$ cat src/common/supervisor_pkg.sv
// constants for the watchdog and power button supervisor
package supervisor_pkg;

  // clock and time bases
  localparam longint CLK_PERIOD_NS    = 20;
  localparam longint WD_BASE_NS       = 256_000_000;
  localparam longint BTN_BASE_NS      = 1_000_000_000;
  localparam longint WD_BASE_CYCLES   = (WD_BASE_NS + CLK_PERIOD_NS - 1) / CLK_PERIOD_NS;
  localparam longint BTN_BASE_CYCLES  = (BTN_BASE_NS + CLK_PERIOD_NS - 1) / CLK_PERIOD_NS;
  localparam int     CNT_W            = 33;

  // register indices; byte address is four times the index
  localparam logic [15:0] REG_WD_IDX    = 16'h4004;
  localparam logic [15:0] REG_BTN_IDX   = 16'h4005;
  localparam logic [15:0] REG_KEY_IDX   = 16'h4008;
  localparam logic [15:0] REG_IRQ_IDX   = 16'h4010;
  localparam logic [15:0] REG_MASK_IDX  = 16'h4011;
  localparam logic [31:0] ADDR_WD       = {14'h0000, REG_WD_IDX, 2'b00};
  localparam logic [31:0] ADDR_BTN      = {14'h0000, REG_BTN_IDX, 2'b00};
  localparam logic [31:0] ADDR_KEY      = {14'h0000, REG_KEY_IDX, 2'b00};
  localparam logic [31:0] ADDR_IRQ      = {14'h0000, REG_IRQ_IDX, 2'b00};
  localparam logic [31:0] ADDR_MASK     = {14'h0000, REG_MASK_IDX, 2'b00};
  localparam logic [15:0] KEY_VALUE     = 16'h9716;

  // watchdog field positions
  localparam int WD_ENA_BIT     = 15;
  localparam int WD_PAUSE_BIT   = 14;
  localparam int WD_SRC_BIT     = 13;
  localparam int WD_SLP_BIT     = 12;
  localparam int WD_REFRESH_BIT = 11;
  localparam int WD_SEC_LSB     = 8;
  localparam int WD_PRI_LSB     = 4;
  localparam int WD_TO_LSB      = 0;

  // button field positions
  localparam int BTN_HOLD_LSB   = 8;
  localparam int BTN_PRESS_LSB  = 4;
  localparam int BTN_LEVEL_BIT  = 3;
  localparam int BTN_TO_LSB     = 0;

  // values after reset
  localparam logic       WD_ENA_RST     = 1'b1;
  localparam logic       WD_PAUSE_RST   = 1'b0;
  localparam logic       WD_SRC_RST     = 1'b1;
  localparam logic       WD_SLP_RST     = 1'b0;
  localparam logic [1:0] WD_SEC_RST     = 2'h2;
  localparam logic [1:0] WD_PRI_RST     = 2'h1;
  localparam logic [2:0] WD_TO_RST      = 3'h7;
  localparam logic [1:0] BTN_HOLD_RST   = 2'h1;
  localparam logic [1:0] BTN_PRESS_RST  = 2'h0;
  localparam logic [1:0] BTN_TO_RST     = 2'h0;

  // action encodings
  localparam logic [1:0] WD_ACT_NONE    = 2'h0;
  localparam logic [1:0] WD_ACT_IRQ     = 2'h1;
  localparam logic [1:0] WD_ACT_RESET   = 2'h2;
  localparam logic [1:0] WD_ACT_WAKE    = 2'h3;
  localparam logic [1:0] BTN_ACT_IRQ    = 2'h0;
  localparam logic [1:0] BTN_ACT_ON     = 2'h1;
  localparam logic [1:0] BTN_ACT_OFF    = 2'h2;

  // interrupt status bits
  localparam int IRQ_WD_FIRST   = 0;
  localparam int IRQ_WD_SECOND  = 1;
  localparam int IRQ_BTN_PRESS  = 2;
  localparam int IRQ_BTN_HOLD   = 3;

  typedef enum logic [1:0] {BTN_UP, BTN_HOLDING, BTN_HELD} btn_state_t;

endpackage : supervisor_pkg

$ cat src/rtl/watchdog_supervisor.sv
// watchdog timer and power button supervisor with apb registers
//
// What this block does
// - Watchdog enable bit 15 resets to 1 and only gates counting, never clearing the count.
// - Pause bit 14 (reset 0) freezes the watchdog count while set.
// - In sleep the watchdog stops unless sleep enable bit 12 (reset 0) is set, then enable and pause decide.
// - Writing 1 to refresh bit 11 restarts the watchdog only when source bit 13 selects software.
// - After one period without refresh the primary action in bits 5:4 fires; period 0.256s doubling per step.
// - After two periods without refresh the secondary action in bits 9:8 fires.
// - Watchdog and button configuration fields take writes only while the key is unlocked.
// - A button press performs the press action in bits 5:4: ignore, on request or off request.
// - Every button press raises an interrupt whatever the press action.
// - Holding the button for one hold period performs the hold action in bits 9:8.
// - Hold period bits 1:0 select one, two, four or eight seconds.
// - Read-only bit 3 shows the live button level, 0 while pressed.
//
// Our own choice: the APB slave port.
`timescale 1ns/1ps
`default_nettype none

module watchdog_supervisor
  import supervisor_pkg::*;
#(
  parameter logic [CNT_W-1:0] WD_BASE_CYC  = CNT_W'(WD_BASE_CYCLES),
  parameter logic [CNT_W-1:0] BTN_BASE_CYC = CNT_W'(BTN_BASE_CYCLES)
) (
  // clock and reset
  input  wire logic        mclk_i,
  input  wire logic        rstn_i,
  // apb slave
  input  wire logic        psel_i,
  input  wire logic        penable_i,
  input  wire logic        pwrite_i,
  input  wire logic [31:0] paddr_i,
  input  wire logic [31:0] pwdata_i,
  output var  logic [31:0] prdata_o,
  output var  logic        pready_o,
  output var  logic        pslverr_o,
  // system inputs
  input  wire logic        button_n_i,
  input  wire logic        sleep_state_i,
  input  wire logic        hw_refresh_i,
  // requests and interrupt
  output var  logic        irq_o,
  output var  logic        dev_reset_o,
  output var  logic        wake_o,
  output var  logic        on_req_o,
  output var  logic        off_req_o
);

  // shifted period, shared by both timers
  function automatic logic [CNT_W-1:0] scaled(input logic [CNT_W-1:0] base, input logic [2:0] sel);
    return base << sel;
  endfunction : scaled

  // watchdog action code to {wake, reset, irq}
  function automatic logic [2:0] wd_act(input logic [1:0] code);
    logic [2:0] r;
    r = 3'h0;
    unique case (code)
      WD_ACT_NONE:  r = 3'h0;
      WD_ACT_IRQ:   r = 3'h1;
      WD_ACT_RESET: r = 3'h2;
      WD_ACT_WAKE:  r = 3'h4;
    endcase
    return r;
  endfunction : wd_act

  logic             wd_enable_bit, next_wd_enable_bit;
  logic             wd_pause_bit, next_wd_pause_bit;
  logic             wd_refresh_source, next_wd_refresh_source;
  logic             wd_sleep_enable, next_wd_sleep_enable;
  logic [1:0]       wd_second_action, next_wd_second_action;
  logic [1:0]       wd_first_action, next_wd_first_action;
  logic [2:0]       wd_period_select, next_wd_period_select;
  logic [1:0]       button_hold_action, next_button_hold_action;
  logic [1:0]       button_press_action, next_button_press_action;
  logic [1:0]       button_hold_period, next_button_hold_period;
  logic             unlocked, next_unlocked;
  logic [3:0]       irq_status, next_irq_status;
  logic [3:0]       irq_mask, next_irq_mask;
  logic [CNT_W-1:0] wd_count, next_wd_count;
  logic [CNT_W-1:0] btn_count, next_btn_count;
  btn_state_t       btn_state, next_btn_state;
  logic [31:0]      next_prdata;
  logic             next_pready, next_pslverr, next_irq;
  logic             next_dev_reset, next_wake, next_on_req, next_off_req;

  // decoded terms, also watched by the checks
  logic             access, wr_wd, wr_btn;
  logic             refresh_any, wd_run;
  logic             wd_first_hit, wd_second_hit, btn_hold_hit;
  logic [CNT_W-1:0] wd_period, btn_period;
  logic [3:0]       irq_set, irq_clr;
  logic [2:0]       act;

  always_comb begin
    next_wd_enable_bit       = wd_enable_bit;
    next_wd_pause_bit        = wd_pause_bit;
    next_wd_refresh_source   = wd_refresh_source;
    next_wd_sleep_enable     = wd_sleep_enable;
    next_wd_second_action    = wd_second_action;
    next_wd_first_action     = wd_first_action;
    next_wd_period_select    = wd_period_select;
    next_button_hold_action  = button_hold_action;
    next_button_press_action = button_press_action;
    next_button_hold_period  = button_hold_period;
    next_unlocked            = unlocked;
    next_irq_mask            = irq_mask;
    next_btn_state           = btn_state;
    next_btn_count           = btn_count;
    next_dev_reset           = 1'b0;
    next_wake                = 1'b0;
    next_on_req              = 1'b0;
    next_off_req             = 1'b0;
    irq_set                  = 4'h0;
    irq_clr                  = 4'h0;
    act                      = 3'h0;

    // one wait state so read data comes from a flop
    access       = psel_i & penable_i;
    next_pready  = access & ~pready_o;
    next_prdata  = 32'h0000_0000;
    next_pslverr = 1'b0;
    if (access && !pready_o) begin
      if (paddr_i == ADDR_WD) begin
        next_prdata = {16'h0000, wd_enable_bit, wd_pause_bit, wd_refresh_source, wd_sleep_enable,
                       2'b00, wd_second_action, 2'b00, wd_first_action, 1'b0, wd_period_select};
      end else if (paddr_i == ADDR_BTN) begin
        next_prdata = {22'h000000, button_hold_action, 2'b00, button_press_action,
                       button_n_i, 1'b0, button_hold_period};
      end else if (paddr_i == ADDR_KEY) begin
        next_prdata = {31'h0000_0000, unlocked};
      end else if (paddr_i == ADDR_IRQ) begin
        next_prdata = {28'h000_0000, irq_status};
      end else if (paddr_i == ADDR_MASK) begin
        next_prdata = {28'h000_0000, irq_mask};
      end else begin
        next_pslverr = 1'b1;
      end
    end

    // writes land at the edge where pready is seen high
    wr_wd  = access & pready_o & pwrite_i & (paddr_i == ADDR_WD);
    wr_btn = access & pready_o & pwrite_i & (paddr_i == ADDR_BTN);
    if (access && pready_o && pwrite_i) begin
      if (paddr_i == ADDR_KEY) begin
        next_unlocked = (pwdata_i[15:0] == KEY_VALUE);
      end
      if (paddr_i == ADDR_IRQ) begin
        irq_clr = pwdata_i[3:0];
      end
      if (paddr_i == ADDR_MASK) begin
        next_irq_mask = pwdata_i[3:0];
      end
    end
    if (wr_wd && unlocked) begin
      next_wd_enable_bit     = pwdata_i[WD_ENA_BIT];
      next_wd_pause_bit      = pwdata_i[WD_PAUSE_BIT];
      next_wd_refresh_source = pwdata_i[WD_SRC_BIT];
      next_wd_sleep_enable   = pwdata_i[WD_SLP_BIT];
      next_wd_second_action  = pwdata_i[WD_SEC_LSB +: 2];
      next_wd_first_action   = pwdata_i[WD_PRI_LSB +: 2];
      next_wd_period_select  = pwdata_i[WD_TO_LSB +: 3];
    end
    if (wr_btn && unlocked) begin
      next_button_hold_action  = pwdata_i[BTN_HOLD_LSB +: 2];
      next_button_press_action = pwdata_i[BTN_PRESS_LSB +: 2];
      next_button_hold_period  = pwdata_i[BTN_TO_LSB +: 2];
    end

    // refresh bit is not key protected and always reads back 0
    refresh_any = (wr_wd & pwdata_i[WD_REFRESH_BIT] & wd_refresh_source)
                | (hw_refresh_i & ~wd_refresh_source);
    wd_run = wd_enable_bit & ~wd_pause_bit & ~(sleep_state_i & ~wd_sleep_enable);
    wd_period     = scaled(WD_BASE_CYC, wd_period_select);
    wd_first_hit  = wd_run & ~refresh_any & (wd_count == wd_period - CNT_W'(1));
    wd_second_hit = wd_run & ~refresh_any & (wd_count == (wd_period << 1) - CNT_W'(1));
    next_wd_count = wd_count;
    if (refresh_any) begin
      next_wd_count = '0;
    end else if (wd_second_hit) begin
      next_wd_count = '0;
    end else if (wd_run) begin
      next_wd_count = wd_count + CNT_W'(1);
    end
    if (wd_first_hit) begin
      act = wd_act(wd_first_action);
      irq_set[IRQ_WD_FIRST] = act[0];
    end else if (wd_second_hit) begin
      act = wd_act(wd_second_action);
      irq_set[IRQ_WD_SECOND] = act[0];
    end
    next_dev_reset = act[1];
    next_wake      = act[2];

    // button: pin is active low, taken as synchronous
    btn_period   = scaled(BTN_BASE_CYC, {1'b0, button_hold_period});
    btn_hold_hit = (btn_state == BTN_HOLDING) & ~button_n_i & (btn_count == btn_period - CNT_W'(1));
    unique case (btn_state)
      BTN_UP: begin
        if (!button_n_i) begin
          irq_set[IRQ_BTN_PRESS] = 1'b1;
          next_on_req    = (button_press_action == BTN_ACT_ON);
          next_off_req   = (button_press_action == BTN_ACT_OFF);
          next_btn_count = '0;
          next_btn_state = BTN_HOLDING;
        end
      end
      BTN_HOLDING: begin
        if (button_n_i) begin
          next_btn_state = BTN_UP;
        end else if (btn_hold_hit) begin
          irq_set[IRQ_BTN_HOLD] = (button_hold_action == BTN_ACT_IRQ);
          next_on_req    = (button_hold_action == BTN_ACT_ON);
          next_off_req   = (button_hold_action == BTN_ACT_OFF);
          next_btn_state = BTN_HELD;
        end else begin
          next_btn_count = btn_count + CNT_W'(1);
        end
      end
      BTN_HELD: begin
        // one hold action per press; wait for release
        if (button_n_i) begin
          next_btn_state = BTN_UP;
        end
      end
    endcase

    // set wins over a write-one clear in the same cycle
    next_irq_status = (irq_status & ~irq_clr) | irq_set;
    next_irq        = |(next_irq_status & next_irq_mask);
  end

  always_ff @(posedge mclk_i) begin
    if (!rstn_i) begin
      wd_enable_bit       <= WD_ENA_RST;
      wd_pause_bit        <= WD_PAUSE_RST;
      wd_refresh_source   <= WD_SRC_RST;
      wd_sleep_enable     <= WD_SLP_RST;
      wd_second_action    <= WD_SEC_RST;
      wd_first_action     <= WD_PRI_RST;
      wd_period_select    <= WD_TO_RST;
      button_hold_action  <= BTN_HOLD_RST;
      button_press_action <= BTN_PRESS_RST;
      button_hold_period  <= BTN_TO_RST;
      unlocked            <= 1'b0;
      irq_status          <= 4'h0;
      irq_mask            <= 4'h0;
      wd_count            <= '0;
      btn_count           <= '0;
      btn_state           <= BTN_UP;
      prdata_o            <= 32'h0000_0000;
      pready_o            <= 1'b0;
      pslverr_o           <= 1'b0;
      irq_o               <= 1'b0;
      dev_reset_o         <= 1'b0;
      wake_o              <= 1'b0;
      on_req_o            <= 1'b0;
      off_req_o           <= 1'b0;
    end else begin
      wd_enable_bit       <= next_wd_enable_bit;
      wd_pause_bit        <= next_wd_pause_bit;
      wd_refresh_source   <= next_wd_refresh_source;
      wd_sleep_enable     <= next_wd_sleep_enable;
      wd_second_action    <= next_wd_second_action;
      wd_first_action     <= next_wd_first_action;
      wd_period_select    <= next_wd_period_select;
      button_hold_action  <= next_button_hold_action;
      button_press_action <= next_button_press_action;
      button_hold_period  <= next_button_hold_period;
      unlocked            <= next_unlocked;
      irq_status          <= next_irq_status;
      irq_mask            <= next_irq_mask;
      wd_count            <= next_wd_count;
      btn_count           <= next_btn_count;
      btn_state           <= next_btn_state;
      prdata_o            <= next_prdata;
      pready_o            <= next_pready;
      pslverr_o           <= next_pslverr;
      irq_o               <= next_irq;
      dev_reset_o         <= next_dev_reset;
      wake_o              <= next_wake;
      on_req_o            <= next_on_req;
      off_req_o           <= next_off_req;
    end
  end
endmodule : watchdog_supervisor

`default_nettype wire

$ cat config.mk
export PLATFORM = sky130hd
export DESIGN_NAME = watchdog_supervisor
export DESIGN_NICKNAME = d
export VERILOG_FILES = /design/src/common/supervisor_pkg.sv /design/src/rtl/watchdog_supervisor.sv
export SDC_FILE = /design/constraint.sdc
export NUM_CORES = 1
export LEC_CHECK = 0
export BUFFER_PORTS_ARGS = -buffer_cell sky130_fd_sc_hd__buf_2
export CORE_UTILIZATION = 55
export CTS_BUF_LIST = sky130_fd_sc_hd__clkbuf_8
export CTS_CLUSTER_DIAMETER = 200
export DETAILED_ROUTE_END_ITERATION = 10
export PLACE_DENSITY = 0.77
export SLEW_MARGIN = 20
export SYNTH_ARGS = -nofsm -noshare
export SYNTH_HDL_FRONTEND = slang
export SYNTH_SLANG_ARGS = --single-unit
export TNS_END_PERCENT = 20
$ cat constraint.sdc
create_clock -name mclk_i -period 4.9 [get_ports mclk_i]
set_clock_uncertainty 0.15 [all_clocks]
set_input_delay 0.245 -clock mclk_i [delete_from_list [all_inputs] [get_ports mclk_i]]
set_output_delay 0.245 -clock mclk_i [all_outputs]
set_load 0.005 [all_outputs]
# Yosys cells after proc, flatten, opt, wreduce, memory -nomap -nowiden
# Cells that the tools add are included.
[classes]
addsub = 5
multipliers = 0
div = 0
order_cmp = 0
eq_ne = 26
shifts = 2
mux = 39
bitwise = 31
reduce_logical = 19
[op_table]
columns = ["op", "n"]
rows = [
  ["equality test 32 x 17 -> 1 bit, second input constant", 5],
  ["equality test 33 bit", 3],
  ["2-to-1 mux 33 bit", 3],
  ["subtractor 33 x 1 -> 33 bit, second input constant", 3],
  ["adder 33 x 1 -> 33 bit, second input constant", 2],
  ["case mux 33 bit (2 select lines)", 1],
  ["<< shifter 24 x 3 -> 33 bit, first input constant", 1],
  ["<< shifter 26 x 2 -> 33 bit, first input constant", 1],
  ["2-to-1 mux 4 bit", 7],
  ["case mux 3 bit (4 select lines)", 2],
  ["AND 1 bit", 17],
  ["equality test 16 bit, second input constant", 1],
  ["2-to-1 mux 16 bit", 1],
  ["2-to-1 mux 1 bit", 15],
  ["equality test 2 bit, second input constant", 7],
  ["equality test 2 x 1 -> 1 bit, second input constant", 5],
  ["2-to-1 mux 10 bit", 1],
  ["inverter 1 bit", 9],
  ["AND 4 bit", 2],
  ["zero test 2 bit", 4],
  ["2-to-1 mux 2 bit", 4],
  ["inequality test 2 bit, second input constant", 4],
  ["2-to-1 mux 3 bit", 2],
  ["case mux 2 bit (3 select lines)", 1],
  ["other kinds (14)", 21],
]
[totals]
register_bits = 133
latch_bits = 0
mem_bits_rw = 0
romBits = 0
in_bits = 72
out_inout_bits = 39
wordCells = 148
n_memories = 0

# Depth between registers and ports, before layout
[logic_depth]
depth_word = 15
ltp_mapped = 15
mapped_depth_nobuf = 11

# Worst setup path after synthesis
# Ideal clock, no wire load.
[synth_path]
path_type = "reg2reg"
startpoint = "register wd_period_select[1]"
endpoint = "register wd_count[10]"
t_arrival_ns = 2.930
setup_slack_ns = 1.701
path_stages_with_launch = 15
path_buffers = 4
period_less_slack_ns = 3.199
path_cell_list = "dfxtp_1 -> buf_2 -> inv_1 -> ha_1 -> clkbuf_1 -> nor2_1 -> a41oi_1 -> a22o_1 -> a211oi_1 -> nand4_1 -> nor4_2 -> or3_1 -> buf_6 -> buf_12 -> nor2_4"
[synth_between]
elab_chain_len = 5
[synth_rtl]
columns = ["item", "line", "rtl"]
rows = [
  ["from (decl)", "watchdog_supervisor.sv:75", "logic [2:0] wd_period_select, next_wd_period_select;"],
  ["from (signal assigned)", "watchdog_supervisor.sv:268", "wd_period_select <= next_wd_period_select;"],
  ["<< shifter 24 x 3 -> 33 bit", "watchdog_supervisor.sv:53", "return base << sel;"],
  ["subtractor 33 x 1 -> 33 bit", "watchdog_supervisor.sv:178", "wd_second_hit = wd_run & ~refresh_any & (wd_count == (wd_period << 1) - CNT_W'(1));"],
  ["equality test 33 bit", "watchdog_supervisor.sv:178", ""],
  ["AND 1 bit", "watchdog_supervisor.sv:178", ""],
  ["OR reduction 3 bit (no line)", "-", ""],
  ["to (signal assigned)", "watchdog_supervisor.sv:275", "wd_count <= next_wd_count;"],
  ["to (decl)", "watchdog_supervisor.sv:82", "logic [CNT_W-1:0] wd_count, next_wd_count;"],
]
# Every way passes these cells.
# A chain may end at the register's enable or synchronous reset.

# Worst setup path after layout
[layout_path]
startpoint = "register wd_period_select[2]"
endpoint = "register wd_count[2]"
# Same word-level chain as after synthesis.

==> metrics.log <==
INFO  metric route.detailed.vias_per_inst = between 6 and 7
INFO  metric ys_warn_count = 0
INFO  metric layout_worst_path_cycle_share = roughly 77%
INFO  metric cts_root_buf = sky130_fd_sc_hd__clkbuf_8
INFO  metric tightestPinTransition = approximately 810 ps
INFO  metric seq_area_frac_synth = 30.53%
INFO  metric drv_cap = 0
INFO  metric place_worst_setup_slack = around 1200 ps
INFO  metric cts_tree = yes
INFO  metric finalSetupTns = 0 ps
INFO  metric cells_taking_the_most_area_after_synthesis = sky130_fd_sc_hd__dfxtp_1 31%, sky130_fd_sc_hd__xor2_1 4.6%, sky130_fd_sc_hd__nor2_4 4.6%, sky130_fd_sc_hd__nand2_1 3.5%, sky130_fd_sc_hd__nor2_1 3.1%
INFO  metric synth_top_area_cell = sky130_fd_sc_hd__dfxtp_1
INFO  metric totalWireLength = between 15 and 20 mm
INFO  metric switching_fraction_of_total_power = 23.82%
INFO  metric arrival = roughly 4000 ps
INFO  metric place.gp.congestion = around 0.9
INFO  metric die-area = about 0.014 sq mm
INFO  metric clock_tree.htree_level_count = 4
INFO  metric first_pass_grt_wire_length = approximately 31 mm
INFO  metric route.detailed.drc = 0
INFO  metric async_reset_ff_share = 0%
INFO  metric firstDrtPassIters = 5
INFO  metric maximum_vdd_ir_drop = ~0.23 mV
INFO  metric critPathKind = reg -> reg
INFO  metric syn_avg_cell_area = 8.391 sq um
INFO  metric cts_sinks = 113
INFO  metric synthToLayoutAreaGrowth = 12.23%
INFO  metric setup_viol = 0
INFO  metric path_clk_slew = ~70 ps
INFO  metric power.leakage = 3.123 nW
INFO  metric grt_remaining_overflow = 0
INFO  metric cellInternalPower = around 1.6 mW
INFO  metric worstSkewPairLatency = ~450 ps
INFO  metric power.share.combinational = 7.3%
INFO  metric io_pins = 111
INFO  metric grt_usage = between 20% and 30%
INFO  metric clkPwrFrac = between 40% and 50%
INFO  metric worst_hold_path_type = in -> reg
INFO  metric fp-row-count = 42
INFO  metric switchingPower = roughly 0.5 mW
INFO  metric vert_die_dim = between 100 and 150 microns
INFO  metric final_period_minus_worst_setup_slack = 3789 ps
INFO  metric placed_cells = ~1,100
INFO  metric hold_viol = 0
INFO  metric detail_route.iter0.violations = ~640
INFO  metric ys_seq_elements = approximately 110
INFO  metric setup_buffers_after_cts = 0
INFO  metric vias = ~7,000
INFO  metric cellPowerDensity = ~260 mW/mm^2
INFO  metric insertedDiodeCount = 0
INFO  metric rsz0062_at_grt = no
INFO  metric final_max_slew_viol_count = 0
INFO  metric finish.net_count = 1,032
INFO  metric clk_path_buf_depth = 2
INFO  metric worst_setup_path_start_kind = flip-flop
INFO  metric die_width = approximately 120 microns
INFO  metric final_antenna_net_count = 0
INFO  metric avgRoutedWirePerCell = between 15 and 20 microns
INFO  metric layout_setup_ws = roughly 1100 ps
INFO  metric synth-main-ff-cell = sky130_fd_sc_hd__dfxtp_1
INFO  metric grt_start_max_net_pins = 48
INFO  metric yosysTopAreaCellShare = 30.53%
INFO  metric netlist-cell-type-count = 80
INFO  metric clock.fmax = 0.2639 GHz
INFO  metric power_frac_seq = 43.4%
INFO  metric drive_gt1_share = between 10% and 20%
INFO  metric crit_fanout = 34
INFO  metric cp_capture_type = flip-flop
INFO  metric place.port_buffers = 74
INFO  metric syn_area = 0.007410 sq mm
INFO  metric critPathRequiredTime = roughly 5100 ps
INFO  metric hpwlAfterDp = approximately 13 mm
INFO  metric status = finished clean
INFO  metric postSynthCellCount = between 800 and 900
INFO  metric slew-limit-headroom = 45.58%
INFO  metric fp.coreArea = approximately 0.013 sq mm
INFO  metric cts_made_buffers = 17
INFO  metric p_total = roughly 2.1 mW
INFO  metric number_of_flops_mapped_to_enable_cells_by_yosys = 0
INFO  metric first_global_vias = approximately 6,300
INFO  metric floorplan.initialDensity = 56.18%
INFO  metric antenna_violations_before_repair = 0
INFO  metric instances_no_fill = 1,130
## kinds of logic (layout without fill, tap and decap cells)
| kind of cell | after synthesis | in the layout | share of synthesized area [%] |
|---|---|---|---|
| other cells | 1 | 20 | 0.05061 |
| fa+ha+maj | 19 | 19 | 3.310 |
| flops | 113 | 113 | 30.53 |
| xor+xnor | 62 | 62 | 7.329 |
| simple gates | 395 | 395 | 33.05 |
| buf+inv | 107 | 159 | 7.599 |
| compound gates | 172 | 172 | 16.24 |
| mux | 14 | 14 | 1.891 |
## routing by layer
layer / GRT usage [%] / up-vias / wire [microns] / share of wire, %
met5: 0 / - / 0 / 0
met2: 45.70 / 245 / 9132 / 48
met1: 34.30 / 3222 / 8141 / 43
li1: - / 3293 / - / -
met4: 12.18 / 0 / 510 / 2.7
met3: 6.880 / 46 / 1146 / 6.1
## synthesized netlist by cell type (all sizes together), types with 9 or more instances
library cell,instances
nor4,23
inv,32
and2,12
dfxtp,113
a311oi,12
a22oi,9
nand3,43
a21oi,40
nand4b,11
xor2,39
nand4,29
ha,18
mux2i,14
o211ai,12
o21ai,30
clkbuf,35
nand2b,10
xnor2,23
nor2b,16
and3,20
buf,40
nor3,23
nand2,70
nor2,91
or3,11
## placed cells by master, fill, tap and decap left out, types with 9 or more instances in the layout
cell,Yosys,routed
sky130_fd_sc_hd__xnor2_1,23,23
sky130_fd_sc_hd__a22oi_1,9,9
sky130_fd_sc_hd__nand2b_1,10,10
sky130_fd_sc_hd__nor3_1,23,22
sky130_fd_sc_hd__nand4_1,28,28
sky130_fd_sc_hd__dfxtp_1,113,113
sky130_fd_sc_hd__clkbuf_8,0,17
sky130_fd_sc_hd__a21oi_1,40,40
sky130_fd_sc_hd__dlygate4sd3_1,0,14
sky130_fd_sc_hd__a311oi_1,12,12
sky130_fd_sc_hd__o211ai_1,12,12
sky130_fd_sc_hd__inv_1,31,32
sky130_fd_sc_hd__or3_1,11,10
sky130_fd_sc_hd__and2_1,9,9
sky130_fd_sc_hd__nor2b_1,16,16
sky130_fd_sc_hd__xor2_1,39,39
sky130_fd_sc_hd__nor2_1,61,61
sky130_fd_sc_hd__nand4b_1,11,11
sky130_fd_sc_hd__nor2_4,30,30
sky130_fd_sc_hd__nor4_1,16,16
sky130_fd_sc_hd__buf_2,12,74
sky130_fd_sc_hd__and3_1,20,20
sky130_fd_sc_hd__o21ai_0,24,24
sky130_fd_sc_hd__ha_1,18,18
sky130_fd_sc_hd__nand3_1,43,43
sky130_fd_sc_hd__conb_1,1,20
sky130_fd_sc_hd__mux2i_1,14,14
sky130_fd_sc_hd__nand2_1,69,69
## layout make-up
type	count	area (sq um)
Clock inverter	15	241.5
Sequential cell	113	2262
Clock buffer	17	234.0
Multi-Input combinational cell	682	4662
Tap cell	176	220.2
Timing Repair Buffer	95	575.6
Fill cell	1165	4875
Inverter	32	120.1
## repair_timing
item	in CTS	in global routing
hold buffers	14	0
resized for setup	0	0
hold endpoints to repair	17	0
setup endpoints to repair	0	0
## state kept, by name, summed over array words and instances (netlist names), 2 cells and up
name	count
btn_count	33
btn_state	2
button_hold_action	2
button_hold_period	2
button_press_action	2
irq_mask	4
irq_status	4
prdata_o	12
wd_count	33
wd_first_action	2
wd_period_select	3
wd_second_action	2
## stage by stage
stage | cell area (sq um) | utilization (%) | hold slack, ps
floorplan | 7481 | - | 203.6
global placement | 7700 | 58.38 | 309.4
detailed placement | 7700 | 58.38 | 318.7
CTS | 8315 | 63.04 | 1.020
global route | 8315 | 63.04 | 46.41
finish | 8315 | 63.04 | 34.36
## path summary, 6_finish.rpt
kind	from	endpoint	slack (ps)	depth (start not counted)
setup / recovery	wd_period_select[2]	wd_count[2]	1110	11
hold / removal	pwdata_i[3]	irq_mask[3]	30	3
setup reg to reg	wd_period_select[2]	wd_count[2]	1110	11
hold reg to reg	wd_pause_bit	wd_pause_bit	330	2
## worst max-delay path: stages (launching register included)
cell and delay [ps]:
sky130_fd_sc_hd__dfxtp_1 390, sky130_fd_sc_hd__buf_4 350, sky130_fd_sc_hd__ha_1 380, sky130_fd_sc_hd__nor3b_2 370, sky130_fd_sc_hd__a41oi_1 240, sky130_fd_sc_hd__a22o_1 280
sky130_fd_sc_hd__a211oi_1 230, sky130_fd_sc_hd__nand4_1 210, sky130_fd_sc_hd__nor4_2 430, sky130_fd_sc_hd__or3_2 210, sky130_fd_sc_hd__buf_12 320, sky130_fd_sc_hd__nor2_1 90
## power groups by stage
| stage | Combinational (mW) | Sequential (mW) | Clock, mW |
|---|---|---|---|
| after CTS | 0.155 | 0.929 | 1.07 |
| after floorplan | 0.110 | 0.949 | 0 |
| after global placement | 0.143 | 0.950 | 0 |
| after detailed placement | 0.146 | 0.950 | 0 |
| final | 0.157 | 0.929 | 1.06 |
| after global routing | 0.172 | 0.929 | 1.11 |
Note: power is estimated with default switching activity, not from simulation.
